## src/hw/afsm_consts.svh

```systemverilog
// Offsets, bit positions and reset values for the amplifier fault status monitor.
`ifndef AFSM_CONSTS_SVH
`define AFSM_CONSTS_SVH

`define AFSM_OFF_CHAN        8'h70
`define AFSM_OFF_GLOB_A      8'h71
`define AFSM_OFF_GLOB_B      8'h72
`define AFSM_OFF_WARN        8'h73
`define AFSM_OFF_MASK        8'h74
`define AFSM_OFF_CLEAR       8'h78

`define AFSM_RST_CHAN        4'h0
`define AFSM_RST_GLOB_A      8'h00
`define AFSM_RST_GLOB_B      3'h0
`define AFSM_RST_MASK        8'h00
`define AFSM_RST_BYTE        8'h00

`define AFSM_CLR_BIT         7
`define AFSM_MASK_WMASK      8'hF7

`define AFSM_CH_LEFT_DC      3
`define AFSM_CH_RIGHT_DC     2
`define AFSM_CH_LEFT_OC      1
`define AFSM_CH_RIGHT_OC     0

`define AFSM_GA_OTP_CRC      7
`define AFSM_GA_COEF_WR      6
`define AFSM_GA_BOOT_LOAD    5
`define AFSM_GA_CLK_FAULT    2
`define AFSM_GA_SUPPLY_OV    1
`define AFSM_GA_SUPPLY_UV    0

`define AFSM_GB_RIGHT_CBC    2
`define AFSM_GB_LEFT_CBC     1
`define AFSM_GB_THERMAL      0

`define AFSM_MK_THERMAL      7
`define AFSM_MK_CLK          4
`define AFSM_MK_SUPPLY       2
`define AFSM_MK_DC           1
`define AFSM_MK_OC           0

`endif

```

## src/hw/afsm_pkg.sv

```systemverilog
// Types shared by the amplifier fault status monitor.
package afsm_pkg;

    typedef struct packed {
        logic otp_crc_error;
        logic filter_coef_write_error_flag;
        logic boot_load_error;
        logic clock_fault;
        logic supply_overvoltage_flag;
        logic supply_undervoltage_flag;
        logic right_cycle_limit_fault_flag;
        logic left_cycle_limit_fault_flag;
        logic thermal_shutdown_flag;
        logic left_dc_fault_flag;
        logic right_dc_fault_flag;
        logic left_overcurrent_flag;
        logic right_overcurrent_flag;
    } afsm_flt_s;

    typedef struct packed {
        logic [3:0] chan;
        logic [7:0] glob_a;
        logic [2:0] glob_b;
    } afsm_stat_s;

endpackage : afsm_pkg

```

## src/hw/afsm_monitor.sv

```systemverilog
// Latched fault status registers, output high-impedance control and fault pin.
`timescale 1ns/1ps
`include "afsm_consts.svh"

module afsm_monitor (
    input  wire logic                clk_in,
    input  wire logic                arst_n_in,
    input  wire logic                ce_in,
    input  wire afsm_pkg::afsm_flt_s fault_cond_in,
    input  wire logic [7:0]          reg_addr_in,
    input  wire logic                reg_wr_in,
    input  wire logic [7:0]          reg_wdata_in,
    input  wire logic                reg_rd_in,
    output logic [7:0]               reg_rdata_out,
    output logic                     reg_rvalid_out,
    output logic                     amp_hiz_out,
    output logic                     fault_out
);

    afsm_pkg::afsm_flt_s sync1_q;
    afsm_pkg::afsm_flt_s sync1_d;
    afsm_pkg::afsm_flt_s sync2_q;
    afsm_pkg::afsm_flt_s sync2_d;
    afsm_pkg::afsm_stat_s stat_q;
    afsm_pkg::afsm_stat_s stat_d;
    logic [7:0]          mask_q;
    logic [7:0]          mask_d;
    logic [7:0]          rdata_q;
    logic [7:0]          rdata_d;
    logic                rvalid_q;
    logic                rvalid_d;
    logic                hiz_q;
    logic                hiz_d;
    logic                fault_q;
    logic                fault_d;
    logic                clr_wr;
    logic [3:0]          chan_ev;
    logic [7:0]          ga_ev;
    logic [2:0]          gb_ev;
    logic                live_auto;

    // Reads back one register byte; unmapped and write-only offsets read zero.
    function automatic logic [7:0] rd_mux(input logic [7:0] addr,
                                           input afsm_pkg::afsm_stat_s st,
                                           input logic [7:0] mk);
        logic [7:0] r;
        r = `AFSM_RST_BYTE;
        unique case (addr)
            `AFSM_OFF_CHAN:   r = {4'h0, st.chan};
            `AFSM_OFF_GLOB_A: r = st.glob_a;
            `AFSM_OFF_GLOB_B: r = {5'h00, st.glob_b};
            `AFSM_OFF_MASK:   r = mk;
            default:          r = `AFSM_RST_BYTE;
        endcase
        return r;
    endfunction

    // Computes the fault pin level from status and mask.
    function automatic logic report(input afsm_pkg::afsm_stat_s st,
                                    input logic [7:0] mk);
        logic r;
        r = 1'b0;
        if ((st.chan[`AFSM_CH_LEFT_DC] || st.chan[`AFSM_CH_RIGHT_DC]) && !mk[`AFSM_MK_DC]) begin
            r = 1'b1;
        end
        if ((st.chan[`AFSM_CH_LEFT_OC] || st.chan[`AFSM_CH_RIGHT_OC]) && !mk[`AFSM_MK_OC]) begin
            r = 1'b1;
        end
        if (st.glob_a[`AFSM_GA_CLK_FAULT] && !mk[`AFSM_MK_CLK]) begin
            r = 1'b1;
        end
        if ((st.glob_a[`AFSM_GA_SUPPLY_OV] || st.glob_a[`AFSM_GA_SUPPLY_UV]) && !mk[`AFSM_MK_SUPPLY]) begin
            r = 1'b1;
        end
        if (st.glob_b[`AFSM_GB_THERMAL] && !mk[`AFSM_MK_THERMAL]) begin
            r = 1'b1;
        end
        if (st.glob_b[`AFSM_GB_RIGHT_CBC] || st.glob_b[`AFSM_GB_LEFT_CBC]) begin
            r = 1'b1;
        end
        return r;
    endfunction

    // Two-stage synchroniser for the analog fault conditions.
    always_comb begin
        sync1_d = fault_cond_in;
        sync2_d = sync1_q;
    end

    always_ff @(posedge clk_in or negedge arst_n_in) begin
        if (!arst_n_in) begin
            sync1_q <= '0;
            sync2_q <= '0;
        end else if (ce_in) begin
            sync1_q <= sync1_d;
            sync2_q <= sync2_d;
        end
    end

    // Latched status, mask register and output controls.
    always_comb begin
        clr_wr = reg_wr_in && (reg_addr_in == `AFSM_OFF_CLEAR) && reg_wdata_in[`AFSM_CLR_BIT];
        chan_ev = '0;
        chan_ev[`AFSM_CH_LEFT_DC]  = sync2_q.left_dc_fault_flag;
        chan_ev[`AFSM_CH_RIGHT_DC] = sync2_q.right_dc_fault_flag;
        chan_ev[`AFSM_CH_LEFT_OC]  = sync2_q.left_overcurrent_flag;
        chan_ev[`AFSM_CH_RIGHT_OC] = sync2_q.right_overcurrent_flag;
        ga_ev = '0;
        ga_ev[`AFSM_GA_OTP_CRC]   = sync2_q.otp_crc_error;
        ga_ev[`AFSM_GA_COEF_WR]   = sync2_q.filter_coef_write_error_flag;
        ga_ev[`AFSM_GA_BOOT_LOAD] = sync2_q.boot_load_error;
        ga_ev[`AFSM_GA_CLK_FAULT] = sync2_q.clock_fault;
        ga_ev[`AFSM_GA_SUPPLY_OV] = sync2_q.supply_overvoltage_flag;
        ga_ev[`AFSM_GA_SUPPLY_UV] = sync2_q.supply_undervoltage_flag;
        gb_ev = '0;
        gb_ev[`AFSM_GB_RIGHT_CBC] = sync2_q.right_cycle_limit_fault_flag;
        gb_ev[`AFSM_GB_LEFT_CBC]  = sync2_q.left_cycle_limit_fault_flag;
        gb_ev[`AFSM_GB_THERMAL]   = sync2_q.thermal_shutdown_flag;
        // A new event wins over a clear in the same cycle.
        stat_d = clr_wr ? '0 : stat_q;
        stat_d.chan   = stat_d.chan | chan_ev;
        stat_d.glob_a = stat_d.glob_a | ga_ev;
        stat_d.glob_b = stat_d.glob_b | gb_ev;
        mask_d = mask_q;
        if (reg_wr_in && (reg_addr_in == `AFSM_OFF_MASK)) begin
            mask_d = reg_wdata_in & `AFSM_MASK_WMASK;
        end
        // Auto-recovering faults hold Hi-Z only while the condition lasts.
        live_auto = sync2_q.clock_fault || sync2_q.supply_overvoltage_flag ||
                    sync2_q.supply_undervoltage_flag || sync2_q.thermal_shutdown_flag;
        hiz_d = (|stat_d.chan) || live_auto;
        fault_d = report(stat_d, mask_d);
        rvalid_d = reg_rd_in;
        rdata_d = reg_rd_in ? rd_mux(reg_addr_in, stat_q, mask_q) : rdata_q;
    end

    always_ff @(posedge clk_in or negedge arst_n_in) begin
        if (!arst_n_in) begin
            stat_q.chan   <= `AFSM_RST_CHAN;
            stat_q.glob_a <= `AFSM_RST_GLOB_A;
            stat_q.glob_b <= `AFSM_RST_GLOB_B;
            mask_q        <= `AFSM_RST_MASK;
            rdata_q       <= `AFSM_RST_BYTE;
            rvalid_q      <= 1'b0;
            hiz_q         <= 1'b0;
            fault_q       <= 1'b0;
        end else if (ce_in) begin
            stat_q   <= stat_d;
            mask_q   <= mask_d;
            rdata_q  <= rdata_d;
            rvalid_q <= rvalid_d;
            hiz_q    <= hiz_d;
            fault_q  <= fault_d;
        end
    end

    assign reg_rdata_out  = rdata_q;
    assign reg_rvalid_out = rvalid_q;
    assign amp_hiz_out    = hiz_q;
    assign fault_out      = fault_q;
endmodule : afsm_monitor

```

## config.mk

```make
export PLATFORM = sky130hd
export DESIGN_NAME = afsm_monitor
export DESIGN_NICKNAME = d
export VERILOG_FILES = /design/src/hw/afsm_pkg.sv /design/src/hw/afsm_monitor.sv
export VERILOG_INCLUDE_DIRS = /design/src /design/src/hw
export SDC_FILE = /design/constraint.sdc
export NUM_CORES = 1
export LEC_CHECK = 0
export ABC_CLOCK_PERIOD_IN_PS = 2300
export BUFFER_PORTS_ARGS = -buffer_cell sky130_fd_sc_hd__buf_2
export CAP_MARGIN = 40
export CORE_ASPECT_RATIO = 1.25
export CORE_MARGIN = 2
export CORE_UTILIZATION = 40
export DETAILED_ROUTE_END_ITERATION = 10
export PLACE_DENSITY = 0.7
export SLEW_MARGIN = 10
export SYNTH_ARGS = -nofsm -noshare
export SYNTH_HDL_FRONTEND = slang
export SYNTH_SLANG_ARGS = --single-unit
```

## constraint.sdc

```tcl
create_clock -name clk_in -period 2.3 [get_ports clk_in]
set_clock_uncertainty 0.1 [all_clocks]
set_input_delay 0 -clock clk_in [delete_from_list [all_inputs] [get_ports clk_in]]
set_output_delay 0 -clock clk_in [all_outputs]
set_load 0.01 [all_outputs]
```

==> impl_metrics.env <==
export IMPL_synth_compound_area_share_pct=12.3
export IMPL_max_slew_margin_pct=53.6
export IMPL_yosys_area_share_simple_pct=7.80
export IMPL_die_w_um=73.6
export IMPL_ys_flop_type="dfrtp_1"
export IMPL_syn_area_um2=2420
export IMPL_worstMarginPinSlew_ns=0.696
export IMPL_dr_pass1_iters=4
export IMPL_outcome="complete, no violations"
export IMPL_yosys_area_top_type_share_pct=58.9
export IMPL_crit_chain="dlygate4sd3_1 > buf_2 > or4_1 > a211oi_1 > o22ai_1 > o31a_1"
export IMPL_synthArstFlopShare_pct=100
export IMPL_synth_common_cells="dfrtp_1, mux2_2, a22o_1, nand2_1, o21ai_0"
export IMPL_io_pins=45
export IMPL_initial_core_util_pct=41.6
export IMPL_min_period_over_period_pct=92.4
export IMPL_path_class="primary input to flop"
export IMPL_cp_required_ns=2.42
export IMPL_synthMuxAreaShare_pct=19.1
export IMPL_avgSynthCellArea_um2=13.5
export IMPL_vias=1738
export IMPL_grt_pass1_vias=1806
export IMPL_final_nets=287
export IMPL_cap_viol_max_count=0
export IMPL_fin_setup_tns_ns=0
export IMPL_hold_viol=0
export IMPL_cp_start_kind="primary input"
export IMPL_antenna_cells=0
export IMPL_p_sw_mw=0.511
export IMPL_gp_congestion=0.761
export IMPL_switching_share_pct=21.0
export IMPL_dp_cells=286
export IMPL_synth_cell_type_count=32
export IMPL_max_freq_ghz=0.471
export IMPL_synthCells=180
export IMPL_dp_hpwl_mm=3.25
export IMPL_synth_seq_cells=57
export IMPL_share_comb_of_total_power_pct=7.7
export IMPL_cts_tree="done"
export IMPL_synthAdderAreaFrac_pct=0
export IMPL_synth_area_top_cells="dfrtp_1, mux2_2, a22o_1, o21ai_0, nand2_1"
export IMPL_core_area_um2=5820
export IMPL_cts_sink_count=57
export IMPL_final_antenna_net_count=0
export IMPL_yosysTopAreaCell="dfrtp_1"
export IMPL_rsz0062_at_grt="false"
export IMPL_cts_reportedPaths_clkPinSlew_ns=0.06
export IMPL_yosys_area_share_xor_xnor_pct=0
export IMPL_clkPwrFrac_pct=46.7
export IMPL_vias_per_cell=5.36
export IMPL_port_buffers=43
export IMPL_power_per_cell_area_nw_per_um2=763
export IMPL_drc=0
export IMPL_finalSetupViolCount=0
export IMPL_p_int_mw=1.92
export IMPL_maxSlewViolCount=0
export IMPL_grt_start_max_net_pins=58
export IMPL_p_leak_nw=1.43
export IMPL_crit_fanout=13
export IMPL_wl_per_cell_um=14.9
export IMPL_synth_edf_count=0
export IMPL_cp_arrival_ns=2.24
export IMPL_hold_path_class="primary input to flop"
export IMPL_instances_no_fill=324
export IMPL_cpPeakStageDelay_ns=0.68
export IMPL_wirelength_mm=4.82
export IMPL_yosysMostFrequentCell="dfrtp_1"
export IMPL_synth_top_family_by_area="multiplexers"
export IMPL_yosysWarnings=0
export IMPL_clock_latency_ns=0.33
export IMPL_critPathCaptureType="flop"
export IMPL_area_delta_synth_final_pct=31.7
export IMPL_ir_worst_vdd_mv=0.434
export IMPL_overflow=0
export IMPL_final_layout_size_suffix_gt1_share_pct=43.4
export IMPL_grt_pass1_wl_mm=8.36
export IMPL_syn_nets=214
export IMPL_detail_route_iter0_violations=108
export IMPL_slowest_stage="or4_1"
export IMPL_min_period_ns=2.13
export IMPL_cts_buffers=9
export IMPL_grt_use_total_pct=16.4
export IMPL_yosysSeqAreaShare_pct=58.9
export IMPL_root_buffer="clkbuf_8"
export IMPL_num_rows=31
export IMPL_antenna_found_initial=0
export IMPL_pwr_share_seq_pct=45.7
export IMPL_cts_max_level=3
export IMPL_clk_path_buf_depth=2
export IMPL_die_h_um=91.0
export IMPL_dieArea_um2=6700
state kept, by name, summed over array words and instances, names as in the netlist:
name,cells
amp_hiz_out,1
chan_ev,4
fault_out,1
ga_ev,6
gb_ev,3
mask_q,7
reg_rdata_out,8
reg_rvalid_out,1
stat_q,13
sync1_q,13
kinds of logic after synthesis:
family,after synthesis
buf+inv,11
simple gates,31
mux,41
flops,57
compound gates,40
final cells by class:
type,instances,area (um^2)
multi-input combinational,112,950
tap,66,82.6
sequential,57,1430
fill,516,2630
clock buffer,11,141
clock inverter,5,103
inverter,2,7.51
timing repair buffer,71,480
timing repair:
item,CTS,global route
hold endpoints to repair,78,0
hold buffers,22,0
gates resized for setup,0,0
setup buffers,0,0
power groups by stage:
| stage | clock network (mW) | registers, mW | logic (mW) |
|---|---|---|---|
| detailed placement | 0 | 1.13 | 0.161 |
| finish | 1.14 | 1.11 | 0.187 |
| CTS | 1.16 | 1.11 | 0.190 |
| global placement | 0 | 1.13 | 0.157 |
| floorplan | 0 | 1.11 | 0.0950 |
| global route | 1.21 | 1.12 | 0.209 |
critical path: cells and delay by family:
| kind | cells | cell delay, ns |
|---|---|---|
| compound gates | 3 | 0.83 |
| buf+inv | 2 | 0.73 |
| simple gates | 1 | 0.68 |
final timing paths:
check                      slack, ns          endpoint  cells after the start        startpoint
min                             0.03  reg_rdata_out[7]                      3         reg_rd_in
max reg2reg                     0.59         fault_out                      4        stat_q[13]
min in group asynchronous       0.23  reg_rdata_out[5]                      3         arst_n_in
max                             0.17         fault_out                      6    reg_addr_in[2]
min reg2reg                     0.37  reg_rdata_out[7]                      2  reg_rdata_out[7]
max in group asynchronous       1.40          ga_ev[0]                      3         arst_n_in
cell usage in the layout (no fill, tap or decap), types with 2 or more instances in the layout:
cell	instances
clkbuf_8	10
inv_1	2
o22ai_1	2
or2_2	4
a222oi_1	3
nand2b_1	2
bufinv_16	3
nand4_1	2
buf_2	43
a21oi_1	2
buf_4	6
o21ai_0	10
a211oi_1	3
nand2_1	11
mux2_2	41
dlygate4sd3_1	22
nor4_1	3
a32oi_1	3
dfrtp_1	57
a22o_1	13
per-layer routing:
metal	global-route usage, %	vias to the layer above	part of all wire [%]
li1	-	829	-
met1	20.8	854	45
met2	25.3	44	48
met3	4.33	11	4.8
met4	8.18	0	2.2
met5	0	-	0
through the flow:
step	power (mW)	instance area, um^2	setup WS [ns]	hold slack (ns)	utilization, %
floorplan	1.21	2420	0.648	-0.396	-
global placement	1.28	2730	0.353	0.0737	46.9
detailed placement	1.29	2730	0.317	0.0754	46.9
CTS	2.46	3190	0.200	0.00600	54.8
global route	2.54	3190	0.121	0.0487	54.8
finish	2.43	3190	0.175	0.0266	54.8
Note: power is estimated with default switching activity, not from simulation.
